File: src/core/tcbs_defs.svh
// constant definitions for the tape control break sequencer
`ifndef TCBS_DEFS_SVH
`define TCBS_DEFS_SVH
// fixed control-word locations in field 0 (octal 7754 and 7755)
`define TCBS_CNT_ADDR 12'hfec
`define TCBS_PTR_ADDR 12'hfed
`define TCBS_FIELD0 3'h0
// first status register fields
`define TCBS_A_UNIT 11:9
`define TCBS_A_DIR 8
`define TCBS_A_GO 7
`define TCBS_A_MODE 6
`define TCBS_A_FUNC 5:3
`define TCBS_A_IE 2
`define TCBS_A_CLR_ERR 1
`define TCBS_A_CLR_DONE 0
`define TCBS_A_LOAD_MASK 12'hffc
`define TCBS_A_RESET 12'h000
// second status register fields
`define TCBS_B_ERR 11
`define TCBS_B_ENDZ 9
`define TCBS_B_SEL 8
`define TCBS_B_PAR 7
`define TCBS_B_TIM 6
`define TCBS_B_FIELD 5:3
`define TCBS_B_DRQ 1
`define TCBS_B_DONE 0
// break answer limit: 17 us plus 30 percent, rounded down at 8 ns
`define TCBS_BRK_T_NS 17000
`define TCBS_BRK_TOL_PCT 30
`define TCBS_CLK_NS 8
`define TCBS_BRK_TMO_CYC ((`TCBS_BRK_T_NS * (100 + `TCBS_BRK_TOL_PCT)) / (100 * `TCBS_CLK_NS))
`define TCBS_TMO_W 12
// four three-bit lines per word, check character seed
`define TCBS_LINE_LAST 2'h3
`define TCBS_CHK_INIT 6'h3f
`endif

File: src/core/tcbs_pkg.sv
// types shared by the tape control break sequencer
package tcbs_pkg;
  typedef enum logic [2:0] {
    TCBS_F_MOVE, TCBS_F_SEARCH, TCBS_F_RD_DATA, TCBS_F_RD_ALL,
    TCBS_F_WR_DATA, TCBS_F_WR_ALL, TCBS_F_WR_TM
  } tcbs_func_e;
  typedef enum logic [2:0] {
    TCBS_OP_RD_A, TCBS_OP_CLR_A, TCBS_OP_CLRLD_A, TCBS_OP_LD_A,
    TCBS_OP_SKIP, TCBS_OP_RD_B, TCBS_OP_LD_B
  } tcbs_op_e;
  typedef enum logic [2:0] {
    TCBS_B_IDLE, TCBS_B_CNT_RD, TCBS_B_CNT_WR, TCBS_B_PTR_RD, TCBS_B_PTR_WR, TCBS_B_DAT
  } tcbs_brk_e;
  typedef struct packed {
    logic       stb;
    tcbs_op_e   op;
    logic [11:0] ac;
  } tcbs_pio_req_s;
  typedef struct packed {
    logic       done;
    logic       skip;
    logic [11:0] rdata;
  } tcbs_pio_rsp_s;
  typedef struct packed {
    logic       req;
    logic       wr;
    logic [14:0] addr;
    logic [11:0] wdata;
  } tcbs_brk_s;
  typedef struct packed {
    logic       track_write_setting_sw;
    logic [7:0] end_zone;
    logic       chk_zone;
    logic       data_zone;
    logic       blknum_zone;
    logic [2:0] line;
    logic       line_stb;
  } tcbs_pins_s;
endpackage

File: src/core/tcbs_line_packer.sv
// three-bit line shifter and block check character accumulator
`include "tcbs_defs.svh"
`timescale 1ns/1ps
`default_nettype none
module tcbs_line_packer (
  input  wire logic        clk_sys,
  input  wire logic        srst,
  input  wire logic        ce,
  input  wire logic        line_stb,
  input  wire logic [2:0]  line_in,
  input  wire logic        wr_mode,
  input  wire logic        load,
  input  wire logic [11:0] load_word,
  input  wire logic        acc_stb,
  input  wire logic        acc_clr,
  input  wire logic [11:0] acc_word,
  output var  logic [11:0] word_q,
  output var  logic        word_stb_q,
  output var  logic [2:0]  line_out_q,
  output var  logic [5:0]  chk_q
);
  logic [1:0]  pos_q;
  wire  [11:0] shifted;
  wire  [5:0]  folded;

  // writes shift zeros in behind the outgoing line
  assign shifted = {word_q[8:0], wr_mode ? 3'h0 : line_in};
  assign folded  = acc_word[11:6] ^ acc_word[5:0];

  // load wins over a line strobe; the break always lands between lines
  always_ff @(posedge clk_sys)
  begin
    if (srst)
    begin
      word_q     <= 12'h000;
      pos_q      <= 2'h0;
      word_stb_q <= 1'b0;
      line_out_q <= 3'h0;
      chk_q      <= `TCBS_CHK_INIT;
    end
    else if (ce)
    begin
      word_stb_q <= line_stb && (pos_q == `TCBS_LINE_LAST);
      if (load)
        word_q <= load_word;
      else if (line_stb)
      begin
        word_q     <= shifted;
        line_out_q <= word_q[11:9];
        pos_q      <= pos_q + 2'h1;
      end
      // equivalence sum of both word halves
      if (acc_clr)
        chk_q <= `TCBS_CHK_INIT;
      else if (acc_stb)
        chk_q <= ~(chk_q ^ folded);
    end
  end
endmodule
`default_nettype wire

File: src/core/tcbs_sequencer.sv
// tape control sequencer with three-cycle break channel and status registers
//
// Functional notes
// [RULE1] count at 7754, pointer at 7755, field 0
// [RULE2] mode bit taken on status load
// [RULE3] format mode: tape format alone gates transfers
// [RULE4] counted mode also gates on transfer count
// [RULE5] one of seven functions by code
// [RULE6] move: no mark decoding except end zone
// [RULE7] search: transfer block number; flag on overflow
// [RULE8] search flag: each block, or at zero
// [RULE9] search stores at pointer, no increment
// [RULE10] read data: flag at block end
// [RULE11] read all: every line; flag per word/overflow
// [RULE12] write data: zeros after overflow, then checksum
// [RULE13] write all flags like read all
// [RULE14] timing-mark write needs switch enabled
// [RULE15] switch plus function routes channel one to mark
// [RULE16] first register: unit, motion, mode, function, flags
// [RULE17] second register: field bits extend addresses
// [RULE18] pointer incremented before each data transfer
// [RULE19] data request flag per ready word
// [RULE20] six-bit check character written and verified
// [RULE21] end zone stops only selected transport
// [RULE22] processor answers a break within 17 us
// [RULE23] timing error when break not answered
// [RULE24] select error on function code 111
// [RULE25] count increments; overflow on wrap to zero
`include "tcbs_defs.svh"
`timescale 1ns/1ps
`default_nettype none
module tcbs_sequencer (
  input  wire logic                    clk_sys,
  input  wire logic                    srst,
  input  wire logic                    ce,
  input  wire tcbs_pkg::tcbs_pio_req_s pio_req,
  output var  tcbs_pkg::tcbs_pio_rsp_s pio_rsp_q,
  input  wire logic                    brk_ack,
  input  wire logic [11:0]             brk_rdata,
  output var  tcbs_pkg::tcbs_brk_s     brk_q,
  input  wire tcbs_pkg::tcbs_pins_s    tp_pins,
  output var  logic [2:0]              unit_sel_q,
  output var  logic [7:0]              go_q,
  output var  logic [7:0]              dir_q,
  output var  logic                    wr_en_q,
  output var  logic [2:0]              wr_line_q,
  output var  logic                    mark_route_q,
  output var  logic                    irq_q
);
  tcbs_pkg::tcbs_pins_s   pin_m_q;
  tcbs_pkg::tcbs_pins_s   pin_s_q;
  tcbs_pkg::tcbs_brk_e    st_q;
  tcbs_pkg::tcbs_func_e   func;
  logic [11:0]            sa_q;
  logic [2:0]             field_q;
  logic                   stb_d_q;
  logic                   chk_d_q;
  logic                   done_q;
  logic                   drq_q;
  logic                   endz_q;
  logic                   sel_q;
  logic                   par_q;
  logic                   tim_q;
  logic                   sel_chk_q;
  logic                   ovf_q;
  logic                   ovf_now_q;
  logic                   to_mem_q;
  logic                   no_inc_q;
  logic [11:0]            xword_q;
  logic [`TCBS_TMO_W-1:0] tmo_q;
  logic [11:0]            word;
  logic                   word_stb;
  logic [5:0]             chk;

  // address of a break cycle: field bits over a 12-bit word address
  function automatic logic [14:0] mem_addr(input logic [2:0] fld, input logic [11:0] a);
    mem_addr = {fld, a};
  endfunction

  // tape pins are foreign: two flops, edge taken off the second stage
  always_ff @(posedge clk_sys)
  begin
    if (srst)
    begin
      pin_m_q <= '0;
      pin_s_q <= '0;
      stb_d_q <= 1'b0;
      chk_d_q <= 1'b0;
    end
    else if (ce)
    begin
      pin_m_q <= tp_pins;
      pin_s_q <= pin_m_q;
      stb_d_q <= pin_s_q.line_stb;
      chk_d_q <= pin_s_q.chk_zone;
    end
  end

  // command decode and format zones
  wire       cm       = sa_q[`TCBS_A_MODE]; // RULE2 RULE4
  wire [2:0] unit     = sa_q[`TCBS_A_UNIT];
  wire       line_stb = pin_s_q.line_stb && !stb_d_q;
  wire       is_move  = func == tcbs_pkg::TCBS_F_MOVE;
  wire       blk_z    = pin_s_q.blknum_zone && !is_move; // RULE6
  wire       dat_z    = pin_s_q.data_zone && !is_move; // RULE6
  wire       chk_z    = pin_s_q.chk_zone && !is_move; // RULE6
  wire       endz     = pin_s_q.end_zone[unit] && go_q[unit]; // RULE21
  wire       blk_end  = chk_d_q && !pin_s_q.chk_zone && !is_move; // falling check zone
  wire       sw_on    = pin_s_q.track_write_setting_sw;
  wire       xfer_ok  = !(cm && ovf_q); // RULE4 RULE10
  wire       err_any  = endz_q | sel_q | par_q | tim_q;
  wire       idle     = st_q == tcbs_pkg::TCBS_B_IDLE;
  wire       pio_go   = pio_req.stb;
  wire       ld_a     = pio_go && (pio_req.op == tcbs_pkg::TCBS_OP_LD_A ||
                                   pio_req.op == tcbs_pkg::TCBS_OP_CLRLD_A);
  wire       clr_a    = pio_go && pio_req.op == tcbs_pkg::TCBS_OP_CLR_A;
  wire       ld_b     = pio_go && pio_req.op == tcbs_pkg::TCBS_OP_LD_B;
  wire [11:0] a_base  = (pio_req.op == tcbs_pkg::TCBS_OP_CLRLD_A) ? `TCBS_A_RESET : sa_q;
  wire [11:0] a_new   = a_base ^ (pio_req.ac & `TCBS_A_LOAD_MASK); // RULE2 RULE16
  wire [11:0] sb_view;
  assign func = tcbs_pkg::tcbs_func_e'(sa_q[`TCBS_A_FUNC]); // RULE5

  // second register image: errors, field, flags
  assign sb_view = {err_any, 1'b0, endz_q, sel_q, par_q, tim_q, field_q,
                    1'b0, drq_q, done_q}; // RULE17

  // function steering: which word boundary starts a break, loads, checks
  logic is_wr;
  logic start;
  logic ld_zero;
  logic ld_chk;
  logic acc_rd;
  logic par_chk;
  logic flag_per_xfer;
  logic flag_blk_end;
  always_comb
  begin
    is_wr = 1'b0;
    start = 1'b0;
    ld_zero = 1'b0;
    ld_chk = 1'b0;
    acc_rd = 1'b0;
    par_chk = 1'b0;
    flag_per_xfer = 1'b0;
    flag_blk_end = 1'b0;
    unique case (func)
      tcbs_pkg::TCBS_F_MOVE: ; // RULE6
      tcbs_pkg::TCBS_F_SEARCH:
      begin
        start = word_stb && blk_z; // RULE7
        flag_per_xfer = 1'b1; // RULE8
      end
      tcbs_pkg::TCBS_F_RD_DATA:
      begin
        start = word_stb && dat_z && xfer_ok; // RULE3 RULE10
        acc_rd = word_stb && dat_z; // RULE20
        par_chk = word_stb && chk_z; // RULE20
        flag_blk_end = 1'b1; // RULE10
      end
      tcbs_pkg::TCBS_F_RD_ALL:
      begin
        start = word_stb && xfer_ok; // RULE11
        flag_per_xfer = 1'b1; // RULE11
      end
      tcbs_pkg::TCBS_F_WR_DATA:
      begin
        is_wr = 1'b1;
        start = word_stb && dat_z && xfer_ok;
        ld_zero = word_stb && dat_z && !xfer_ok; // RULE12
        ld_chk = word_stb && chk_z; // RULE12 RULE20
        flag_blk_end = 1'b1; // RULE12
      end
      tcbs_pkg::TCBS_F_WR_ALL, tcbs_pkg::TCBS_F_WR_TM:
      begin
        is_wr = 1'b1;
        start = word_stb && xfer_ok;
        ld_zero = word_stb && !xfer_ok;
        flag_per_xfer = 1'b1; // RULE13 RULE14
      end
      default: ; // code 111 does nothing but raise a select error
    endcase
  end

  // break sequencer handshakes
  wire ack_cnt_rd = brk_ack && st_q == tcbs_pkg::TCBS_B_CNT_RD;
  wire ack_ptr_rd = brk_ack && st_q == tcbs_pkg::TCBS_B_PTR_RD;
  wire ack_dat    = brk_ack && st_q == tcbs_pkg::TCBS_B_DAT;
  wire [11:0] cnt_inc = brk_rdata + 12'h001; // RULE25
  wire new_start  = start && idle;
  wire ld_data    = ack_dat && !to_mem_q;
  wire done_set   = (ack_dat && flag_per_xfer && (!cm || ovf_now_q)) ||
                    (blk_end && flag_blk_end && (!cm || ovf_q)); // RULE8 RULE10 RULE11
  wire lost_word  = start && !idle; // a word came before the last break ended

  // three-cycle break: count, pointer, data
  always_ff @(posedge clk_sys)
  begin
    if (srst)
    begin
      st_q <= tcbs_pkg::TCBS_B_IDLE;
      brk_q <= '0;
      to_mem_q <= 1'b0;
      no_inc_q <= 1'b0;
      xword_q <= 12'h000;
      ovf_now_q <= 1'b0;
    end
    else if (ce)
    begin
      unique case (st_q)
        tcbs_pkg::TCBS_B_IDLE:
          if (new_start)
          begin
            st_q <= tcbs_pkg::TCBS_B_CNT_RD;
            brk_q <= '{req: 1'b1, wr: 1'b0, wdata: 12'h000,
                       addr: mem_addr(`TCBS_FIELD0, `TCBS_CNT_ADDR)}; // RULE1
            to_mem_q <= !is_wr;
            no_inc_q <= func == tcbs_pkg::TCBS_F_SEARCH; // RULE9
            xword_q <= word;
          end
        tcbs_pkg::TCBS_B_CNT_RD:
          if (brk_ack)
          begin
            st_q <= tcbs_pkg::TCBS_B_CNT_WR;
            brk_q.wr <= 1'b1;
            brk_q.wdata <= cnt_inc; // RULE25
            ovf_now_q <= cnt_inc == 12'h000; // RULE25
          end
        tcbs_pkg::TCBS_B_CNT_WR:
          if (brk_ack)
          begin
            st_q <= tcbs_pkg::TCBS_B_PTR_RD;
            brk_q.wr <= 1'b0;
            brk_q.addr <= mem_addr(`TCBS_FIELD0, `TCBS_PTR_ADDR); // RULE1
          end
        tcbs_pkg::TCBS_B_PTR_RD:
          if (brk_ack && no_inc_q)
          begin
            st_q <= tcbs_pkg::TCBS_B_DAT;
            brk_q <= '{req: 1'b1, wr: to_mem_q, wdata: xword_q,
                       addr: mem_addr(field_q, brk_rdata)}; // RULE9 RULE17
          end
          else if (brk_ack)
          begin
            st_q <= tcbs_pkg::TCBS_B_PTR_WR;
            brk_q.wr <= 1'b1;
            brk_q.wdata <= brk_rdata + 12'h001; // RULE18
          end
        tcbs_pkg::TCBS_B_PTR_WR:
          if (brk_ack)
          begin
            st_q <= tcbs_pkg::TCBS_B_DAT;
            brk_q <= '{req: 1'b1, wr: to_mem_q, wdata: xword_q,
                       addr: mem_addr(field_q, brk_q.wdata)}; // RULE17 RULE18
          end
        tcbs_pkg::TCBS_B_DAT:
          if (brk_ack)
          begin
            st_q <= tcbs_pkg::TCBS_B_IDLE;
            brk_q <= '0;
          end
        default: st_q <= tcbs_pkg::TCBS_B_IDLE;
      endcase
    end
  end

  // answer timer: runs only while the first cycle waits; holds while ce is low
  always_ff @(posedge clk_sys)
  begin
    if (srst)
      tmo_q <= '0;
    else if (ce)
    begin
      if (st_q != tcbs_pkg::TCBS_B_CNT_RD)
        tmo_q <= '0;
      else if (tmo_q != `TCBS_TMO_W'(`TCBS_BRK_TMO_CYC))
        tmo_q <= tmo_q + 1'b1;
    end
  end
  wire tmo_hit = tmo_q == `TCBS_TMO_W'(`TCBS_BRK_TMO_CYC) - 1'b1; // RULE23

  // select error: illegal code or switch and function disagree
  wire sel_bad = (sa_q[`TCBS_A_FUNC] == 3'h7) || // RULE24
                 (sw_on != (func == tcbs_pkg::TCBS_F_WR_TM)); // RULE14
  wire stop_sel = endz || (sel_chk_q && sel_bad) || tmo_hit; // RULE21

  // status registers and flags; hardware set wins over software clear
  always_ff @(posedge clk_sys)
  begin
    if (srst)
    begin
      sa_q <= `TCBS_A_RESET;
      field_q <= `TCBS_FIELD0;
      go_q <= 8'h00;
      dir_q <= 8'h00;
      done_q <= 1'b0;
      drq_q <= 1'b0;
      endz_q <= 1'b0;
      sel_q <= 1'b0;
      par_q <= 1'b0;
      tim_q <= 1'b0;
      ovf_q <= 1'b0;
      sel_chk_q <= 1'b0;
    end
    else if (ce)
    begin
      sel_chk_q <= ld_a;
      if (ld_a)
      begin
        sa_q <= a_new; // RULE16
        go_q[a_new[`TCBS_A_UNIT]] <= a_new[`TCBS_A_GO];
        dir_q[a_new[`TCBS_A_UNIT]] <= a_new[`TCBS_A_DIR];
        ovf_q <= 1'b0;
      end
      else if (clr_a)
      begin
        sa_q <= `TCBS_A_RESET;
        go_q[unit] <= 1'b0;
      end
      else if (stop_sel)
        go_q[unit] <= 1'b0; // RULE21
      if (ld_b)
        field_q <= pio_req.ac[`TCBS_B_FIELD]; // RULE17
      if (ack_dat && ovf_now_q)
        ovf_q <= 1'b1; // RULE10
      drq_q <= new_start || (drq_q && !ack_dat); // RULE19
      done_q <= done_set || (done_q && !(ld_a && pio_req.ac[`TCBS_A_CLR_DONE]));
      endz_q <= endz || (endz_q && !(ld_a && pio_req.ac[`TCBS_A_CLR_ERR])); // RULE21
      sel_q <= (sel_chk_q && sel_bad) || (sel_q && !(ld_a && pio_req.ac[`TCBS_A_CLR_ERR]));
      par_q <= (par_chk && word[5:0] != chk) ||
               (par_q && !(ld_a && pio_req.ac[`TCBS_A_CLR_ERR])); // RULE20
      tim_q <= tmo_hit || lost_word || (done_set && done_q) ||
               (tim_q && !(ld_a && pio_req.ac[`TCBS_A_CLR_ERR])); // RULE23
    end
  end

  // programmed I/O answers and pin-facing outputs
  always_ff @(posedge clk_sys)
  begin
    if (srst)
    begin
      pio_rsp_q <= '0;
      unit_sel_q <= 3'h0;
      wr_en_q <= 1'b0;
      mark_route_q <= 1'b0;
      irq_q <= 1'b0;
    end
    else if (ce)
    begin
      pio_rsp_q.done <= pio_go;
      pio_rsp_q.skip <= pio_go && pio_req.op == tcbs_pkg::TCBS_OP_SKIP && (done_q || err_any);
      pio_rsp_q.rdata <= !pio_go ? 12'h000 :
        pio_req.op == tcbs_pkg::TCBS_OP_RD_A ? (sa_q | (pio_req.ac & `TCBS_A_LOAD_MASK)) :
        pio_req.op == tcbs_pkg::TCBS_OP_RD_B ? (sb_view | pio_req.ac) :
        pio_req.op == tcbs_pkg::TCBS_OP_SKIP ? pio_req.ac : 12'h000;
      unit_sel_q <= unit;
      wr_en_q <= is_wr && go_q[unit] && !(func == tcbs_pkg::TCBS_F_WR_TM && !sw_on);
      mark_route_q <= sw_on && func == tcbs_pkg::TCBS_F_WR_TM; // RULE15
      irq_q <= sa_q[`TCBS_A_IE] && (done_q || err_any);
    end
  end

  // line shifter: read words out, write words in; check over data words
  tcbs_line_packer u_packer (
    .clk_sys    (clk_sys),
    .srst       (srst),
    .ce         (ce),
    .line_stb   (line_stb && go_q[unit]),
    .line_in    (pin_s_q.line),
    .wr_mode    (is_wr),
    .load       (ld_data || ld_zero || ld_chk),
    .load_word  (ld_data ? brk_rdata : ld_chk ? {6'h00, chk} : 12'h000), // RULE12
    .acc_stb    (acc_rd || (ld_data && func == tcbs_pkg::TCBS_F_WR_DATA && dat_z)),
    .acc_clr    (blk_end || ld_a),
    .acc_word   (acc_rd ? word : brk_rdata),
    .word_q     (word),
    .word_stb_q (word_stb),
    .line_out_q (wr_line_q),
    .chk_q      (chk)
  );
endmodule
`default_nettype wire
File: config.mk
export PLATFORM = sky130hd
export DESIGN_NAME = tcbs_sequencer
export DESIGN_NICKNAME = d
export VERILOG_FILES = /design/src/core/tcbs_pkg.sv /design/src/core/tcbs_line_packer.sv /design/src/core/tcbs_sequencer.sv
export VERILOG_INCLUDE_DIRS = /design/src /design/src/core
export SDC_FILE = /design/constraint.sdc
export NUM_CORES = 1
export LEC_CHECK = 0
export BUFFER_PORTS_ARGS = -buffer_cell sky130_fd_sc_hd__buf_2
export CAP_MARGIN = 30
export CORE_ASPECT_RATIO = 0.75
export CORE_MARGIN = 2
export CORE_UTILIZATION = 30
export CTS_CLUSTER_SIZE = 30
export DETAILED_ROUTE_END_ITERATION = 16
export PLACE_DENSITY = 0.58
export RECOVER_POWER = 50
export SLEW_MARGIN = 20
export SYNTH_ARGS = -nofsm -noshare
export SYNTH_HDL_FRONTEND = slang
export SYNTH_HIERARCHICAL = 1
export SYNTH_SLANG_ARGS = --single-unit
File: constraint.sdc
create_clock -name clk_sys -period 3 [get_ports clk_sys]
set_clock_uncertainty 0.05 [all_clocks]
set_input_delay 0.6 -clock clk_sys [delete_from_list [all_inputs] [get_ports clk_sys]]
set_output_delay 0.6 -clock clk_sys [all_outputs]
set_load 0.05 [all_outputs]
After elaboration in Yosys (flattened, before gate mapping)
Index checks and enable logic that the tools add are counted.
Storage, ports and cells
  register bits: 176
  word-level logic and storage cells: 282
  output and inout port bits: 68
Operators by class
  $lt $le $gt $ge: 4
  reductions and logical operators: 120
  muxes and demuxes: 62
  eq/ne operators: 31
  add/sub/neg operators: 3
  bitwise logic cells: 12
Operators by type and width (number)
  2-to-1 mux 12 bit: 15
  2-to-1 mux 29 bit: 3
  case mux 15 bit (5 select lines): 1
  case mux 12 bit (5 select lines): 1
  logical AND 1 bit: 52
  == test 3 bit (second input constant): 9
  adder 12 x 1 -> 12 bit (second input constant): 2
  2-to-1 mux 3 bit: 8
  2-to-1 mux 8 bit: 3
  bitwise OR 12 bit: 2
  logical OR 1 bit: 20
  == test 3 x 2 -> 1 bit (second input constant): 6
  2-to-1 mux 6 bit: 3
  case mux 3 bit (6 select lines): 1
  bitwise mux 8 bit: 2
  2-to-1 mux 16 bit: 1
  AND reduction 2 bit: 8
  2-to-1 mux 1 bit: 15
  2-to-1 mux 15 bit: 1
  AND reduction 7 bit: 2
  zero test 1 bit: 13
  == test 12 bit (second input constant): 1
  zero test 12 bit: 1
  inequality test 12 bit (second input constant): 1
  other kinds (36): 61

Depth between registers and ports, before layout
  word-level depth: 11
  mapped depth: 11

Hierarchy
The synthesis kept the hierarchy.
By module, submodules not included
  tcbs_sequencer: cells an instance 947, sequential area each 3002.9 um^2, times used 1, area an instance 7865.0 um^2
  tcbs_line_packer: cells an instance 112, sequential area each 480.5 um^2, times used 1, area an instance 1073.5 um^2

Worst setup path after synthesis
No wires, ideal clock.
  path type: input port to flip-flop
  start point: in brk_ack
  end point: reg u_packer.word_q[3]
  data arrival time: 2272 ps
  setup slack: 592 ps
  data required time: 2864 ps
  stages on the path: 10
  buffers on the path: 3
  cells stage by stage: and2_0 -> nand2_1 -> nor2_1 -> clkbuf_1 -> a31o_2 -> buf_2 -> o21a_1 -> buf_2 -> nor2_1 -> a211oi_1
Between the ends
  word-level cells in the longest chain between the ends: 6
  elaborated cells between the ends (all ways): 8
  classes of those cells: mux: 2; reduce/logical: 6
Ends and longest elaborated chain
  start: declaration: line tcbs_sequencer.sv:38  | input wire logic brk_ack,
  logical AND 1 bit *: line tcbs_sequencer.sv:187  | wire ack_dat = brk_ack && st_q == tcbs_pkg::TCBS_B_DAT;
  logical AND 1 bit *: line tcbs_sequencer.sv:190  | wire ld_data = ack_dat && !to_mem_q;
  logical OR 1 bit (2 in series): line tcbs_sequencer.sv:370  | .load (ld_data || ld_zero || ld_chk),
  nonzero test 2 bit (no line)
  AND reduction 2 bit (no line)
  end signal: assignment: line tcbs_line_packer.sv:45  | word_q <= load_word;
  end signal: assignment: line tcbs_line_packer.sv:48  | word_q <= shifted;
  end: declaration: line tcbs_line_packer.sv:17  | output var logic [11:0] word_q,
Mark *: on every way between the ends. The rest lies on a longest branch, timed or not.
A chain may end at the register's enable or synchronous reset.

Worst setup path in the final report
  start point: in ce
  end point: reg sa_q[8]
Between the ends
  word-level cells in the longest chain between the ends: 1
Ends and longest elaborated chain
  start: declaration: line tcbs_sequencer.sv:35  | input wire logic ce,
  AND reduction 2 bit (no line)
  end signal: assignment: line tcbs_sequencer.sv:291  | sa_q <= `TCBS_A_RESET;
  end signal: assignment: line tcbs_sequencer.sv:309  | sa_q <= a_new;
  end signal: assignment: line tcbs_sequencer.sv:316  | sa_q <= `TCBS_A_RESET;
  end: declaration: line tcbs_sequencer.sv:54  | logic [11:0] sa_q;
Every way passes these cells.

==> qor.csv <==
stage;metric;value;unit
sta;fmax;371;MHz
clock_network;clk_latency;0.44;ns
synthesis;synth.avg_cell_area;8.44;sq um
synthesis;synth_top_area_cell;dfxtp_1;
synthesis;synth_seq_area_share;39.0;%
layout;drive_gt1_share;13.6;%
pwr;ir_worst_vdd;0.339;mV
pwr;power;0.00537;W
synthesis;async_flop_share;0;%
floorplan;row_count;54;
routing;antenna_left;0;
floorplan;die_h;153;um
routing;vias;8088;
clock_network;path_clk_slew;0.07;ns
synthesis;synth_area;8940;sq um
routing;drc_errors;0;
sta;rsz0062_at_grt;false;
routing;via_per_inst;5.18;
global_routing;grt_pass1_vias;7607;
critical_path;rr_worst_depth;8;
synthesis;yosysWarnings;6;
clock_network;cts.repair.resized;0;
sta;period_minus_slack;2.70;ns
critical_path;cp_max_fo;26;
layout;syn_to_final_growth;17.7;%
routing;drt_wl_total;27700;um
sta;min_period_over_period;89.9;%
sta;worst_slew_pin_slew;1.25;ns
run;cap_violations;0;
sta;setup_viol;0;
synthesis;synth_edf_count;0;
layout;final_nets;1208;
critical_path;cp.arrival;3.02;ns
synthesis;synth_top_area_share;39.0;%
critical_path;worstSetupPathType;in -> reg;
synthesis;synth_flop_cell;dfxtp_1;
clock_network;cts.hold.buffers_added;0;
global_routing;grt_pass1_wl;44200;um
clock_network;tritoncts;built;
floorplan;ios;116;
synthesis;syn_nets;1115;
synthesis;synthTopCellsByArea;dfxtp_1 39%, mux2i_1 8.1%, nor2_1 6.4%;
pwr;cellLeakagePower;3.97;nW
routing;drtIter0Drc;600;
sta;hold_viol;0;
clock_network;clockBufferDepth;2;
placement;hpwlAfterDp;20000;um
clock_network;h-tree-depth;4;
floorplan;dieArea;31200;sq um
critical_path;cp_common_cell;nor2_1;
critical_path;required;3.32;ns
min_path;hold_depth;3;
critical_path;crit_chain;buf_4 -> inv_1 -> nor2_1 -> clkbuf_1 -> nand2_1 -> o21ai_0 -> a32oi_1 -> nor2_1;
clock_network;cts_setup_buffers;0;
placement;routabilityCongestion;0.838;
routing;wl_per_cell;17.8;um
min_path;hp-class;in -> reg;
clock_network;cts_root_buf;clkbuf_16;
global_routing;track_usage;17.9;%
layout;fillerInstances;3077;
global_routing;grt-ovfl-total;0;
critical_path;cpPeakStageDelay;0.70;ns
synthesis;ys_ff_latch;174;
synthesis;synthCells;1059;
sta;slew_viol_final;0;
critical_path;end_kind;flop;
floorplan;start_util;30.6;%
sta;max_slew_margin;16.9;%
placement;portBuffers;115;
global_routing;antenna_found_initial;6;
pwr;p_per_area;510;nW/um^2
status;outcome;finished clean;
routing;firstDrtPassIters;7;
synthesis;ys_types;81;
floorplan;dieWidth;203;um
sta;finalSetupTns;0;ns
clock_network;clock-sinks;174;
floorplan;core_area;29200;sq um
global_routing;grt_max_degree;37;
critical_path;cpMaxStageDelayCell;clkbuf_1;
clock_network;numCtsBuffers;17;
critical_path;start_kind;input port;
[state kept, by name (all words and copies together), names as in the netlist, 2 cells and up]
register,flops
brk_q,29
pin_m_q,16
pin_s_q,15
pio_rsp_q,14
tmo_q,12
u_packer/word_q,12
xword_q,12
sa_q,10
dir_q,8
go_q,8
u_packer/chk_q,6
field_q,3
st_q,3
u_packer/line_out_q,3
unit_sel_q,3
u_packer/pos_q,2
[cells in the mapped netlist, drive strengths merged (4+ instances only)]
| master | n |
|---|---|
| a211o | 5 |
| a211oi | 32 |
| a21o | 4 |
| a21oi | 85 |
| a221o | 5 |
| a22o | 8 |
| a22oi | 25 |
| a31oi | 7 |
| and2 | 8 |
| and3 | 7 |
| buf | 38 |
| clkbuf | 41 |
| dfxtp | 174 |
| ha | 8 |
| inv | 16 |
| mux2 | 12 |
| mux2i | 72 |
| nand2 | 77 |
| nand2b | 13 |
| nand3 | 31 |
| nand3b | 6 |
| nand4 | 6 |
| nor2 | 156 |
| nor2b | 9 |
| nor3 | 25 |
| nor3b | 5 |
| nor4 | 5 |
| o211a | 4 |
| o211ai | 9 |
| o21ai | 52 |
| o21bai | 7 |
| o22ai | 9 |
| o311a | 5 |
| o41ai | 6 |
| or3 | 5 |
| or3b | 7 |
| xnor2 | 17 |
| xor2 | 22 |
[power by group]
group / switching (W) / internal [W]
Combinational: 0.000298 / 0.000153
Clock: 0.000968 / 0.00157
Sequential: 0.0000331 / 0.00235
Total: 0.00130 / 0.00407
[stage by stage]
step,instance area (sq um),hold WS (ns),util [%],cells,setup slack (ns)
after floorplan,8940,0.396,-,1059,0.592
after global placement,9930,0.398,34.0,1525,0.292
after detailed placement,9930,0.400,34.0,1525,0.276
after CTS,10600,0.333,36.3,1557,0.368
after global routing,10500,0.341,36.0,1558,0.0836
final,10500,0.348,36.0,1560,0.304
[placed cells by master (no fill, tap or decap), types with 29 or more instances in the layout]
cell type and instances:
mux2i_1 72, buf_2 56, nand3_1 30, nand2_1 76, buf_4 37, clkbuf_1 61, nor2_1 154, a21oi_1 85
o21ai_0 42, dfxtp_1 174, a211oi_1 29
[final timing paths]
kind / from / end / slack [ns]
setup / recovery: ce / sa_q[8]$_SDFFE_PP0P_ / 0.30
hold / removal: tp_pins[7] / pin_m_q[7]$_SDFFE_PP0P_ / 0.35
setup reg to reg: st_q[0]$_SDFFE_PP0P_ / u_packer/word_q[3]$_SDFFE_PP0P_ / 0.33
hold reg to reg: brk_q[24]$_SDFFE_PP0P_ / brk_q[24]$_SDFFE_PP0P_ / 0.41
[routing by layer]
layer / track usage [%] / wire, um
met5: 0 / 32
met4: 4.41 / 243
met2: 24.8 / 11200
met3: 4.29 / 1710
met1: 27.3 / 14600
[logic make-up (layout without fill, tap and decap cells)]
logic type	Yosys count	count (layout)	share of synthesized area, %
AOI/OAI and AO/OA	283	283	21.3
xor gates and xnor gates	39	39	3.82
adders and majority gates	8	8	1.12
buffers and inverters	95	201	4.79
DFF	174	174	39.0
muxes	84	84	9.57
other	0	3	0
and+or+nand+nor	376	376	20.4
[area by class of cell]
| cell class | instances | area (sq um) | share of cell area (%) |
|---|---|---|---|
| multi-input cells | 790 | 5020 | 47.8 |
| clock inverters | 9 | 180 | 1.71 |
| flip-flops and latches | 174 | 3480 | 33.1 |
| well taps | 392 | 490 | 4.66 |
| inverters | 16 | 60.1 | 0.571 |
| repair buffers | 153 | 785 | 7.46 |
| diodes | 3 | 7.51 | 0.0714 |
| clock buffers | 23 | 488 | 4.64 |
[critical path, delay by kind of cell]
kind / cells / cell delay [ns]
and+or+nand+nor: 3 / 0.67
buffers and inverters: 3 / 1.45
AOI/OAI and AO/OA: 2 / 0.28
Power figures use the tool's default switching activity.
